<file path="src/rtl/rfv_defines.svh">
// Ring validation constants: register indices, fields, resets, timing.
// Assumes a 20 MHz pclk; included by rfv_top and the bench.
`ifndef RFV_DEFINES_SVH
`define RFV_DEFINES_SVH

// ----------------------------------------------------------------------
// Register indices (byte address is four times the index)
// ----------------------------------------------------------------------
`define RFV_IDX_CTL1 6'h16
`define RFV_IDX_CTL2 6'h17
`define RFV_IDX_CTL3 6'h18
`define RFV_IDX_IRQ_STAT 6'h20
`define RFV_IDX_IRQ_MASK 6'h21
`define RFV_IDX_STATE 6'h22

// ----------------------------------------------------------------------
// Field positions
// ----------------------------------------------------------------------
`define RFV_CTL1_DLY_LO_MSB 7
`define RFV_CTL1_DLY_LO_LSB 6
`define RFV_CTL1_THRESH_MSB 5
`define RFV_CTL2_DLY_HI_BIT 7
`define RFV_CTL3_EN_BIT 7
`define RFV_CTL3_LOAD_MSB 5
`define RFV_IRQ_VALID_BIT 0
`define RFV_IRQ_INVALID_BIT 1

// ----------------------------------------------------------------------
// Reset values
// ----------------------------------------------------------------------
`define RFV_CTL1_RESET 8'h96
`define RFV_CTL2_RESET 8'h00
`define RFV_CTL3_RESET 8'h19

// ----------------------------------------------------------------------
// Timing
// ----------------------------------------------------------------------
`define RFV_CLK_PERIOD_NS 50
`define RFV_TICK_US 2000
`define RFV_TICK_CYCLES ((`RFV_TICK_US * 1000) / `RFV_CLK_PERIOD_NS)
`define RFV_DELAY_STEP_MS 256
`define RFV_DELAY_STEP_TICKS ((`RFV_DELAY_STEP_MS * 1000) / `RFV_TICK_US)

`endif

</file>
<file path="src/rtl/rfv_pkg.sv">
// Types shared by the ring validation modules.
// Constants live in rfv_defines.svh.
package rfv_pkg;

	typedef enum logic [1:0] {
		RFV_IDLE = 2'b00,
		RFV_QUAL = 2'b01,
		RFV_DELAY = 2'b10,
		RFV_VALID = 2'b11
	} rfv_state_t;

	typedef struct packed {
		logic en;
		logic [2:0] delay_sel;
		logic [5:0] load;
		logic [5:0] thresh;
	} rfv_cfg_t;

	typedef struct packed {
		logic valid_set;
		logic invalid_set;
	} rfv_evt_t;

endpackage

</file>
<file path="src/rtl/rfv_top.sv">
// Ring frequency validation with APB register access and interrupt.
// Assumes an APB master on pclk and an asynchronous ring detector input.
//
// Contract
// - A valid ring waits 0 to 1792 ms, set by a 3-bit delay select.
// - Each crossing loads the qualification timer with the load field.
// - A later crossing with timer above threshold invalidates the ring.
// - The timer steps down once per 2.0 ms tick.
// - The threshold sets the highest accepted ring frequency.
// - Validation runs only while the enable bit is set.
//
// The APB interface to the registers was chosen for this implementation.
`timescale 1ns/100ps
`include "rfv_defines.svh"
module rfv_top #(
	parameter int TICK_CYCLES = `RFV_TICK_CYCLES
) (
	input wire logic pclk,
	input wire logic presetn,
	input wire logic psel,
	input wire logic penable,
	input wire logic pwrite,
	input wire logic [7:0] paddr,
	input wire logic [31:0] pwdata,
	output logic [31:0] prdata,
	output logic pready,
	output logic pslverr,
	input wire logic ring_det_in,
	output logic ring_valid,
	output logic irq
);
	// ------------------------------------------------------------------
	// Declarations
	// ------------------------------------------------------------------
	logic [7:0] ctl1_q;
	logic [7:0] ctl2_q;
	logic [7:0] ctl3_q;
	logic [1:0] stat_q;
	logic [1:0] mask_q;
	logic [31:0] prdata_q;
	logic pready_q;
	logic pslverr_q;
	logic ring_valid_q;
	logic irq_q;
	rfv_pkg::rfv_state_t state_q;
	logic [5:0] timer_q;
	logic [9:0] dly_cnt_q;
	rfv_pkg::rfv_cfg_t cfg;
	rfv_pkg::rfv_evt_t evt;
	logic crossing;
	logic tick;
	logic acc;
	logic wr;
	logic rd;
	logic [5:0] idx;
	logic mapped;
	logic too_fast;
	logic [9:0] dly_target;
	logic [31:0] rd_val;
	logic stat_rd;
	logic [1:0] stat_set;
	logic ring_over;
	logic dly_done;

	// ------------------------------------------------------------------
	// Register index match
	// ------------------------------------------------------------------
	function automatic logic hit(input logic [5:0] a, input logic [5:0] r);
		hit = (a == r);
	endfunction

	// ------------------------------------------------------------------
	// Leaf instances
	// ------------------------------------------------------------------
	rfv_sync u_sync (
		.pclk(pclk),
		.presetn(presetn),
		.ring_det_in(ring_det_in),
		.crossing(crossing)
	);

	rfv_tick #(
		.TICK_CYCLES(TICK_CYCLES)
	) u_tick (
		.pclk(pclk),
		.presetn(presetn),
		.tick(tick)
	);

	// ------------------------------------------------------------------
	// Configuration view
	// ------------------------------------------------------------------
	assign cfg.en = ctl3_q[`RFV_CTL3_EN_BIT];
	assign cfg.delay_sel = {ctl2_q[`RFV_CTL2_DLY_HI_BIT],
		ctl1_q[`RFV_CTL1_DLY_LO_MSB:`RFV_CTL1_DLY_LO_LSB]};
	assign cfg.load = ctl3_q[`RFV_CTL3_LOAD_MSB:0];
	assign cfg.thresh = ctl1_q[`RFV_CTL1_THRESH_MSB:0];

	// ------------------------------------------------------------------
	// APB decode
	// ------------------------------------------------------------------
	assign idx = paddr[7:2];
	assign acc = psel && penable && pready_q;
	assign wr = acc && pwrite;
	assign rd = acc && !pwrite;

	always_comb begin
		mapped = 1'b1;
		rd_val = 32'h0000_0000;
		if (paddr[1:0] != 2'b00) begin
			mapped = 1'b0;
		end else if (hit(idx, `RFV_IDX_CTL1)) begin
			rd_val = {24'h00_0000, ctl1_q};
		end else if (hit(idx, `RFV_IDX_CTL2)) begin
			rd_val = {24'h00_0000, ctl2_q};
		end else if (hit(idx, `RFV_IDX_CTL3)) begin
			rd_val = {24'h00_0000, ctl3_q};
		end else if (hit(idx, `RFV_IDX_IRQ_STAT)) begin
			rd_val = {30'h0000_0000, stat_q};
		end else if (hit(idx, `RFV_IDX_IRQ_MASK)) begin
			rd_val = {30'h0000_0000, mask_q};
		end else if (hit(idx, `RFV_IDX_STATE)) begin
			rd_val = {23'h00_0000, ring_valid_q, state_q, timer_q};
		end else begin
			mapped = 1'b0;
		end
	end

	// ------------------------------------------------------------------
	// APB response
	// ------------------------------------------------------------------
	// One wait state: pready rises in the second access cycle
	always_ff @(posedge pclk or negedge presetn) begin
		if (!presetn) begin
			pready_q <= 1'b0;
			pslverr_q <= 1'b0;
			prdata_q <= 32'h0000_0000;
		end else begin
			pready_q <= psel && penable && !pready_q;
			pslverr_q <= psel && penable && !pready_q && !mapped;
			if (psel && penable && !pready_q && !pwrite && mapped) begin
				prdata_q <= rd_val;
			end else begin
				prdata_q <= 32'h0000_0000;
			end
		end
	end

	// ------------------------------------------------------------------
	// Control registers
	// ------------------------------------------------------------------
	always_ff @(posedge pclk or negedge presetn) begin
		if (!presetn) begin
			ctl1_q <= `RFV_CTL1_RESET;
			ctl2_q <= `RFV_CTL2_RESET;
			ctl3_q <= `RFV_CTL3_RESET;
			mask_q <= 2'b00;
		end else if (wr && paddr[1:0] == 2'b00) begin
			if (hit(idx, `RFV_IDX_CTL1)) begin
				ctl1_q <= pwdata[7:0];
			end else if (hit(idx, `RFV_IDX_CTL2)) begin
				ctl2_q <= {pwdata[7], 7'h00};
			end else if (hit(idx, `RFV_IDX_CTL3)) begin
				ctl3_q <= {pwdata[7], 1'b0, pwdata[5:0]};
			end else if (hit(idx, `RFV_IDX_IRQ_MASK)) begin
				mask_q <= pwdata[1:0];
			end
		end
	end

	// ------------------------------------------------------------------
	// Qualification
	// ------------------------------------------------------------------
	assign too_fast = timer_q > cfg.thresh;
	assign dly_target = {cfg.delay_sel, 7'h00};
	assign ring_over = !crossing && tick && timer_q == 6'h00;
	assign dly_done = dly_cnt_q >= dly_target;

	// ------------------------------------------------------------------
	// Qualification timer
	// ------------------------------------------------------------------
	// Timer reload on every crossing, step down per tick
	always_ff @(posedge pclk or negedge presetn) begin
		if (!presetn) begin
			timer_q <= 6'h00;
		end else if (!cfg.en) begin
			timer_q <= 6'h00;
		end else if (crossing) begin
			timer_q <= cfg.load;
		end else if (tick && timer_q != 6'h00) begin
			timer_q <= timer_q - 6'h01;
		end
	end

	// ------------------------------------------------------------------
	// Qualification state machine
	// ------------------------------------------------------------------
	always_ff @(posedge pclk or negedge presetn) begin
		if (!presetn) begin
			state_q <= rfv_pkg::RFV_IDLE;
		end else if (!cfg.en) begin
			state_q <= rfv_pkg::RFV_IDLE;
		end else begin
			case (state_q)
				rfv_pkg::RFV_IDLE: begin
					if (crossing) begin
						state_q <= rfv_pkg::RFV_QUAL;
					end
				end
				rfv_pkg::RFV_QUAL: begin
					if (crossing && !too_fast) begin
						state_q <= rfv_pkg::RFV_DELAY;
					end else if (ring_over) begin
						state_q <= rfv_pkg::RFV_IDLE;
					end
				end
				rfv_pkg::RFV_DELAY: begin
					if (crossing && too_fast) begin
						state_q <= rfv_pkg::RFV_QUAL;
					end else if (ring_over) begin
						state_q <= rfv_pkg::RFV_IDLE;
					end else if (dly_done) begin
						state_q <= rfv_pkg::RFV_VALID;
					end
				end
				default: begin
					if (crossing && too_fast) begin
						state_q <= rfv_pkg::RFV_QUAL;
					end else if (ring_over) begin
						state_q <= rfv_pkg::RFV_IDLE;
					end
				end
			endcase
		end
	end

	// ------------------------------------------------------------------
	// Delay counter
	// ------------------------------------------------------------------
	// Delay counter runs in ticks only while waiting
	always_ff @(posedge pclk or negedge presetn) begin
		if (!presetn) begin
			dly_cnt_q <= 10'h000;
		end else if (state_q != rfv_pkg::RFV_DELAY) begin
			dly_cnt_q <= 10'h000;
		end else if (tick && dly_cnt_q < dly_target) begin
			dly_cnt_q <= dly_cnt_q + 10'h001;
		end
	end

	// ------------------------------------------------------------------
	// Events
	// ------------------------------------------------------------------
	assign evt.valid_set = cfg.en && state_q == rfv_pkg::RFV_DELAY &&
		!(crossing && too_fast) &&
		!ring_over &&
		dly_done;
	assign evt.invalid_set = cfg.en && crossing && too_fast &&
		state_q != rfv_pkg::RFV_IDLE;

	// ------------------------------------------------------------------
	// Indication
	// ------------------------------------------------------------------
	always_ff @(posedge pclk or negedge presetn) begin
		if (!presetn) begin
			ring_valid_q <= 1'b0;
		end else begin
			ring_valid_q <= (state_q == rfv_pkg::RFV_VALID) && cfg.en;
		end
	end

	// ------------------------------------------------------------------
	// Status and interrupt
	// ------------------------------------------------------------------
	// Read clears status; a new event in the same cycle wins
	assign stat_rd = rd && paddr[1:0] == 2'b00 &&
		hit(idx, `RFV_IDX_IRQ_STAT);
	assign stat_set = {evt.invalid_set, evt.valid_set};

	for (genvar i = 0; i < 2; i++) begin : g_stat
		always_ff @(posedge pclk or negedge presetn) begin
			if (!presetn) begin
				stat_q[i] <= 1'b0;
			end else if (stat_set[i]) begin
				stat_q[i] <= 1'b1;
			end else if (stat_rd) begin
				stat_q[i] <= 1'b0;
			end
		end
	end

	always_ff @(posedge pclk or negedge presetn) begin
		if (!presetn) begin
			irq_q <= 1'b0;
		end else begin
			irq_q <= |(stat_q & mask_q);
		end
	end

	// ------------------------------------------------------------------
	// Outputs
	// ------------------------------------------------------------------
	assign prdata = prdata_q;
	assign pready = pready_q;
	assign pslverr = pslverr_q;
	assign ring_valid = ring_valid_q;
	assign irq = irq_q;
endmodule // rfv_top

</file>
<file path="src/rtl/rfv_sync.sv">
// Three-flop synchroniser and rising-edge detector for the ring detector.
// Assumes ring_det_in is asynchronous to pclk.
`timescale 1ns/100ps
module rfv_sync (
	input wire logic pclk,
	input wire logic presetn,
	input wire logic ring_det_in,
	output logic crossing
);
	logic s1_q;
	logic s2_q;
	logic s3_q;
	logic level_q;

	always_ff @(posedge pclk or negedge presetn) begin
		if (!presetn) begin
			s1_q <= 1'b0;
			s2_q <= 1'b0;
			s3_q <= 1'b0;
		end else begin
			s1_q <= ring_det_in;
			s2_q <= s1_q;
			s3_q <= s2_q;
		end
	end

	// Level changes only once stages two and three agree
	always_ff @(posedge pclk or negedge presetn) begin
		if (!presetn) begin
			level_q <= 1'b0;
		end else if (s2_q == s3_q) begin
			level_q <= s3_q;
		end
	end

	assign crossing = (s2_q == s3_q) && s3_q && !level_q;
endmodule // rfv_sync

</file>
<file path="src/rtl/rfv_tick.sv">
// Free-running divider giving a one-cycle pulse every TICK_CYCLES clocks.
// Assumes TICK_CYCLES of at least two.
`timescale 1ns/100ps
module rfv_tick #(
	parameter int TICK_CYCLES = 40000
) (
	input wire logic pclk,
	input wire logic presetn,
	output logic tick
);
	logic [15:0] cnt_q;

	always_ff @(posedge pclk or negedge presetn) begin
		if (!presetn) begin
			cnt_q <= 16'h0000;
		end else if (cnt_q == 16'(TICK_CYCLES - 1)) begin
			cnt_q <= 16'h0000;
		end else begin
			cnt_q <= cnt_q + 16'h0001;
		end
	end

	assign tick = (cnt_q == 16'(TICK_CYCLES - 1));
endmodule // rfv_tick

</file>
<file path="config.mk">
export PLATFORM = sky130hd
export DESIGN_NAME = rfv_top
export DESIGN_NICKNAME = d
export VERILOG_FILES = /design/src/rtl/rfv_pkg.sv /design/src/rtl/rfv_top.sv /design/src/rtl/rfv_sync.sv /design/src/rtl/rfv_tick.sv
export VERILOG_INCLUDE_DIRS = /design/src /design/src/rtl
export SDC_FILE = /design/constraint.sdc
export NUM_CORES = 1
export LEC_CHECK = 0
export BUFFER_PORTS_ARGS = -buffer_cell sky130_fd_sc_hd__buf_2
export CORE_AREA = 2 2 75 94
export CTS_BUF_LIST = sky130_fd_sc_hd__clkbuf_2
export DETAILED_ROUTE_END_ITERATION = 12
export DIE_AREA = 0 0 77 96
export PLACE_DENSITY = 0.89
export RECOVER_POWER = 50
export SLEW_MARGIN = 0
export SYNTH_ARGS = -nofsm -noshare
export SYNTH_HDL_FRONTEND = slang
export SYNTH_SLANG_ARGS = --single-unit
</file>
<file path="constraint.sdc">
create_clock -name pclk -period 4 [get_ports pclk]
set_input_delay 0.6 -clock pclk [delete_from_list [all_inputs] [get_ports pclk]]
set_output_delay 0.6 -clock pclk [all_outputs]
set_load 0.01 [all_outputs]
</file>
==> results of run 1 <==
## cells in the mapped netlist (6+ instances only)
library cell  instances
o211ai_1              7
buf_4                23
ha_1                 15
nand2_1              27
nor2_1               29
inv_1                15
a21oi_1               8
dfrtp_1              64
mux2_2               19
xor2_1                6
and3_1               10
nand3b_1              6
o21ai_0              12
dfstp_2               7
nand3_1              16
mux2i_1               7
nor3_1                7
xnor2_1              10
## logic make-up after synthesis
kind of cell / count (synthesis)
AOI/OAI and AO/OA: 49
xor gates and xnor gates: 16
muxes: 26
buffers and inverters: 48
DFF: 71
adders and majority gates: 15
other: 1
and+or+nand+nor: 139
## layout make-up
cell class / count / area, um2 / area share [%]
timing repair buffer: 35 / 176.4 / 4.274
multi-input combinational: 268 / 1818 / 44.04
inverter: 15 / 56.30 / 1.364
sequential: 71 / 1785 / 43.26
clock inverter: 6 / 132.6 / 3.213
clock buffer: 10 / 50.05 / 1.212
tap: 87 / 108.9 / 2.637
## power groups by stage
stage | registers (uW) | logic (uW) | clock network, uW
5_1_grt | 729 | 71.7 | 635
2_1_floorplan | 740 | 46.6 | 0
4_1_cts | 728 | 63.3 | 604
6_report | 727 | 62.3 | 595
3_3_place_gp | 739 | 60.5 | 0
3_5_place_dp | 740 | 62.6 | 0
## flip-flops by register name (all words and copies together) (netlist names), 2 cells and up
| name | cells |
|---|---|
| stat_q | 2 |
| state_q | 2 |
| dly_cnt_q | 10 |
| u_tick.cnt_q | 16 |
| ctl3_q | 7 |
| mask_q | 2 |
| prdata | 9 |
| ctl1_q | 8 |
| timer_q | 6 |
## routing by layer
metal	up-vias	GRT usage, %	part of all wire [%]
li1	1334	-	-
met1	1376	23.29	39
met2	120	38.08	52
met3	28	4.221	5.7
met4	0	14.43	3.5
met5	-	0	0
## worst min path at each step
stage	start	endpoint
2_1_floorplan	presetn	ctl1_q[0]
3_3_place_gp	u_sync.s1_q	u_sync.s2_q
3_5_place_dp	u_sync.s1_q	u_sync.s2_q
4_1_cts	presetn	dly_cnt_q[4]
5_1_grt	ring_det_in	u_sync.s1_q
6_report	ring_det_in	u_sync.s1_q
## stage by stage
step | cell area (um2) | cells
2_1_floorplan | 3874 | 387
3_3_place_gp | 3946 | 476
3_5_place_dp | 3946 | 476
4_1_cts | 4129 | 492
5_1_grt | 4128 | 492
6_report | 4128 | 492
==> impl_metrics.csv, run 1 <==
group,metric,value,unit
status,status,"finished, violations left",
status,violations,"max-capacitance violations, max-slew violations",
power_and_ir_drop,power.density,335.6,nW/um2
die,fp.coreArea,6524,um2
place,pre_cts_ws,1.366,ns
global_route,grt_antenna_before_repair,0,
die,die_w,77,um
place,place.gp.congestion,0.9265,
power_and_ir_drop,power.net_switching,308.8,uW
synthesis,synthAdderAreaFrac,4.950,%
cts,cts_tree,"done",
critical_path,slowest_delay,0.60,ns
cells_and_area,areaGrowthSynthToFinish,8.878,%
synthesis,muxShareOfSynthArea,7.492,%
timing,tns,0,ns
critical_path,worstSetupPathDepth,7,
cells_and_area,drive_gt1_share,21.73,%
detailed_routing,drt-initial-drc-count,216,
timing,finClkSkew,0.04221,ns
critical_path,r2r_slack,1.35,ns
global_route,grt_pass1_vias,2811,
power_and_ir_drop,finalPower,1385,uW
critical_path,endpoint,"dly_cnt_q[9]",
global_route,grt.total_usage,21.38,%
critical_path,crit_type,"reg -> reg",
global_route,overflow,0,
detailed_routing,vias,2858,
timing,rsz0062_at_grt,"false",
cells_and_area,final_common_cell,"dfrtp_1",
place,portBuffers,34,
synthesis,synth_area,3791,um2
timing,maxSlewViolCount,38,
power_and_ir_drop,sw_frac_of_total,22.30,%
critical_path,path_buf_inv,1,
synthesis,synthXorXnorAreaFrac,3.696,%
cells_and_area,final.fill_count,518,
global_route,grt_max_degree,38,
synthesis,ys_seq_area_share,47.10,%
die,initial_core_util,58.11,%
die,ios,82,
synthesis,ys_dominant_reg_cell,"dfrtp_1",
power_and_ir_drop,leakage,0.001937,uW
cts,post_cts_resized,0,
critical_path,crit_family,"simple AND/OR/NAND/NOR gates",
cts,cts_sinks,71,
critical_path,critPathLaunchType,"register",
die,placementRows,33,
critical_path,arrival,3.12,ns
synthesis,avgSynthCellArea,10.39,um2
critical_path,cp_max_fo,7,
timing,fin_crit,2.651,ns
cts,postCtsSetupRepairBufs,0,
power_and_ir_drop,p_seq_share,52.5,%
critical_path,crit_chain,"inv_1 > ha_1 > nor2b_1 > o21ai_0 > or4b_1 > nor4_1 > mux2i_1",
run,maxCapViolations,1,
critical_path,critPathRequiredTime,4.47,ns
worst_hold_path,hold_path_depth,1,
cts,insertion_delay,0.53,ns
cells_and_area,num_antenna_cells,0,
power_and_ir_drop,internal_power,1076,uW
synthesis,synthSimpleGateAreaFrac,20.76,%
die,die_area,7392,um2
timing,max_freq,377.3,MHz
global_route,grt_pass1_wl,12410,um
critical_path,cp_slowest_cell,"or4b_1",
synthesis,ys_seq_elements,71,
cts,clock_path_buffers,2,
synthesis,synth-compound-area-share,8.779,%
synthesis,synth_top_cell_area_share,42.24,%
timing,whs,0.1917,ns
worst_hold_path,min_path_type,"in -> reg",
cts,htree_levels,3,
cts,clockRootBuffer,"clkbuf_2",
timing,setup_viol,0,
critical_path,reg2reg_depth,7,
synthesis,synth_top_family_by_area,"simple AND/OR/NAND/NOR gates",
critical_path,end_kind,"register",
cts,cts.clk_slew.worst_paths,0.23,ns
critical_path,startpoint,"ctl1_q[7]",
synthesis,synthCells,365,
detailed_routing,viasPerCell,5.809,
cells_and_area,fin_util,63.27,%
synthesis,synthArstFlopShare,100.0,%
detailed_routing,firstDrtPassIters,6,
synthesis,synth_edf_count,0,
timing,worst_slew_pin_slew,1.965,ns
critical_path,r2r-start,"ctl1_q[7]",
place,dp_hpwl,5416,um
synthesis,synth_cell_types,54,
timing,max_slew_margin,-31.00,%
synthesis,synth_warnings,0,
cells_and_area,final_cell_mix,"dfrtp_1 (64), buf_2 (33), nor2_1 (29)",
die,die_y,96,um
detailed_routing,route.detailed.drc,0,
synthesis,synth_top_cell_by_area,"dfrtp_1",
timing,hold_violations,0,
cts,cts_buffers,9,
detailed_routing,wl_per_cell,15.18,um
cts,postCtsHoldBufs,0,
power_and_ir_drop,vdd_drop_max,0.0002508,V
timing,setup_slack,1.349,ns
power_and_ir_drop,pwr-share-clk,43.0,%
detailed_routing,antenna_left,0,
timing,layout_worst_path_cycle_share,66.27,%
critical_path,r2r_end,"dly_cnt_q[9]",
synthesis,ys_top_cells_by_area,"dfrtp_1 (42%), mux2_2 (5.6%), ha_1 (5.0%), dfstp_2 (4.9%), buf_4 (4.6%)",
cells_and_area,fin_nets,461,
detailed_routing,drt_wl_total,7467,um
power_and_ir_drop,combPwrFrac,4.5,%
Power figures use the tool's default switching activity.
==> run 2: changes to the inputs <==
Settings changed: ABC_AREA set to 1, CORE_AREA 2 2 75 94 to 2 2 83 105, DIE_AREA 0 0 77 96 to 0 0 85 107, PLACE_DENSITY 0.89 to 0.81.
Clock period 4 ns to 2.15 ns, I/O delays scaled along.
==> impl_metrics.csv, run 2 <==
group,metric,value,unit
cells_and_area,drive_gt1_share,13.60,%
critical_path,r2r_slack,0.26,ns
power_and_ir_drop,p_seq_share,60.3,%
cts,htree_levels,3,
critical_path,endpoint,"dly_cnt_q[8]",
critical_path,r2r-start,"ctl1_q[7]",
status,violations,"max-capacitance violations, max-slew violations",
synthesis,synth_edf_count,0,
synthesis,synthCells,521,
cts,insertion_delay,0.55,ns
synthesis,synthArstFlopShare,100.0,%
cells_and_area,ff_latch_area,1785,um2
cts,postCtsSetupRepairBufs,0,
detailed_routing,vias,3505,
power_and_ir_drop,combPwrFrac,6.4,%
die,initial_core_util,50.50,%
global_route,grt.total_usage,19.62,%
global_route,grt_pass1_wl,14350,um
cells_and_area,final_area,4514,um2
synthesis,ys_seq_area_share,43.64,%
cts,cts_tree,"done",
power_and_ir_drop,power.net_switching,593.4,uW
power_and_ir_drop,leakage,0.002250,uW
die,fp.coreArea,8102,um2
critical_path,cp_max_fo,8,
cts,cts_sinks,71,
detailed_routing,wl_met1,3516,um
place,post-place-cells,651,
critical_path,startpoint,"ctl1_q[7]",
synthesis,ys_seq_elements,71,
synthesis,synth_top_cell_by_area,"dfrtp_1",
detailed_routing,wl_met3,294,um
detailed_routing,routed.top_layer,"met4",
critical_path,worstSetupPathDepth,10,
detailed_routing,viasPerCell,5.170,
timing,hold_violations,0,
place,placed_area,4305,um2
global_route,overflow,0,
timing,max_freq,527.8,MHz
cells_and_area,fin_util,55.72,%
timing,tns,0,ns
timing,worst_slew_pin_slew,1.520,ns
critical_path,end_kind,"register",
cells_and_area,final_cell_mix,"nand2_1 (112), inv_1 (71), dfrtp_1 (64)",
power_and_ir_drop,pwr-share-clk,33.3,%
cells_and_area,largest_reg_flops,16,
detailed_routing,met2WireLength,4520,um
synthesis,synth_warnings,0,
critical_path,critPathRequiredTime,2.60,ns
critical_path,path_buf_inv,2,
cts,clockRootBuffer,"clkbuf_2",
detailed_routing,drt_wl_total,8496,um
cts,cts.clk_slew.worst_paths,0.21,ns
global_route,grt_antenna_before_repair,0,
detailed_routing,firstDrtPassIters,4,
detailed_routing,drt-initial-drc-count,146,
synthesis,synth_cell_types,36,
cells_and_area,regMostFlops,"u_tick.cnt_q",
cells_and_area,fin_nets,637,
synthesis,ys_dominant_reg_cell,"dfrtp_1",
timing,setup_viol,0,
critical_path,path_common_cell,"nand2_1",
cells_and_area,final_common_cell,"nand2_1",
die,ios,82,
critical_path,slowest_delay,0.59,ns
run,maxCapViolations,1,
die,die_y,107,um
global_route,grt_max_degree,72,
place,place.gp.congestion,0.9046,
synthesis,yosysMostFrequentCell,"nand2_1",
timing,max_slew_margin,-1.360,%
timing,rsz0062_at_grt,"false",
die,die_area,9095,um2
timing,layout_worst_path_cycle_share,88.12,%
synthesis,synth_top_cell_area_share,39.14,%
power_and_ir_drop,vdd_drop_max,0.0004288,V
timing,finClkSkew,0.03318,ns
timing,maxSlewViolCount,72,
die,die_w,85,um
critical_path,reg2reg_depth,10,
synthesis,synth_area,4091,um2
cells_and_area,final_cells,678,
critical_path,crit_type,"reg -> reg",
status,status,"finished, violations left",
synthesis,netlist_top_cells_count,"nand2_1 (112), inv_1 (71), dfrtp_1 (64)",
critical_path,crit_family,"flip-flops",
place,dp_hpwl,6299,um
cts,clock_path_buffers,2,
timing,fin_crit,1.895,ns
critical_path,crit_chain,"inv_1 > ha_1 > nand2_1 > nor2_1 > a211oi_2 > nand2_2 > nand2_2 > inv_1 > nand2_1 > nand2_1",
power_and_ir_drop,sw_frac_of_total,26.41,%
detailed_routing,route.detailed.drc,0,
synthesis,avgSynthCellArea,7.853,um2
power_and_ir_drop,power.density,497.8,nW/um2
detailed_routing,antenna_left,0,
worst_hold_path,min_path_type,"in -> reg",
global_route,grt_pass1_vias,3314,
critical_path,r2r_end,"dly_cnt_q[8]",
critical_path,arrival,2.35,ns
cts,cts_buffers,9,
cells_and_area,areaGrowthSynthToFinish,10.34,%
cells_and_area,num_antenna_cells,0,
power_and_ir_drop,internal_power,1654,uW
die,placementRows,37,
detailed_routing,wl_per_cell,12.53,um
cells_and_area,final.fill_count,733,
critical_path,critPathLaunchType,"register",
critical_path,cp_slowest_cell,"dfstp_2",
cells_and_area,multi_input_area,1898,um2
place,portBuffers,34,
synthesis,ys_top_cells_by_area,"dfrtp_1 (39%), nand2_1 (10%), inv_1 (6.5%), nor2_1 (5.2%), ha_1 (4.6%)",
run 2: changes by cell type after synthesis, moves of 7 or more:
cell,change
xnor2_1,-8
nand4_1,+11
mux2i_1,-7
inv_1,+56
nand3_1,+10
mux2_2,-18
nor2_1,+28
nor3_1,+9
o22ai_1,+8
xor2_1,+7
and3_1,-10
o21ai_1,+12
o211ai_1,-7
nand2_1,+85
run 2: how the worst min path moves through the flow:
stage | from | endpoint | slack [ns] | depth (start not counted)
floorplan | presetn | ctl1_q[0] | 0.03 | 0
global placement | u_sync.s1_q | u_sync.s2_q | 0.33 | 0
detailed placement | u_sync.s1_q | u_sync.s2_q | 0.34 | 0
CTS | pwdata[5] | ctl3_q[5] | 0.003 | 3
global route | pwdata[5] | ctl3_q[5] | 0.04 | 3
finish | pwdata[5] | ctl3_q[5] | 0.03 | 3
run 2: final cells by class:
type	instances	share of cell area (%)
multi-input cells	368	42.05
flip-flops and latches	71	39.55
clock buffers	9	0.9978
inverters	76	6.319
repair buffers	50	6.984
well taps	97	2.688
clock inverters	7	1.414
run 2: cell families (layout without fill, tap and decap cells):
| family | Yosys count | count (layout) | share of synthesized area [%] |
|---|---|---|---|
| AOI/OAI and AO/OA | 59 | 59 | 7.829 |
| xor gates and xnor gates | 15 | 15 | 3.211 |
| adders and majority gates | 15 | 15 | 4.587 |
| buffers and inverters | 104 | 142 | 12.11 |
| DFF | 71 | 71 | 43.64 |
| muxes | 1 | 1 | 0.2752 |
| other | 1 | 23 | 0.09166 |
| and+or+nand+nor | 255 | 255 | 28.26 |
run 2: layer usage:
metal	vias up	GRT usage [%]
met4	0	8.503
met1	1664	22.62
met2	80	34.93
li1	1747	-
met5	-	0
met3	14	3.926
run 2: worst min-delay path: stages:
cell,delay [ns]
buf_2,0.09
inv_1,0.05
o21ai_1,0.06
run 2: through the flow:
stage,setup slack (ns),total power (uW),hold WS (ns)
after floorplan,0.3789,1473,0.02691
after global placement,0.2358,1504,0.3322
after detailed placement,0.1918,1510,0.3426
after CTS,0.1261,2265,0.003306
after global routing,0.08290,2328,0.04208
final,0.2555,2247,0.02755
run 2: power groups by stage:
stage / clock, uW / combinational (uW) / sequential [uW]
final: 749 / 144 / 1350
after global routing: 808 / 165 / 1360
after CTS: 762 / 149 / 1350
after detailed placement: 0 / 133 / 1380
after global placement: 0 / 128 / 1380
after floorplan: 0 / 96.3 / 1380
run 2: repair_timing:
| item | CTS | global route |
|---|---|---|
| hold buffers | 11 | 0 |
| endpoints found under the setup margin | 0 | 5 |
| gates resized for setup | 0 | 1 |
| endpoints found under the hold margin | 75 | 0 |
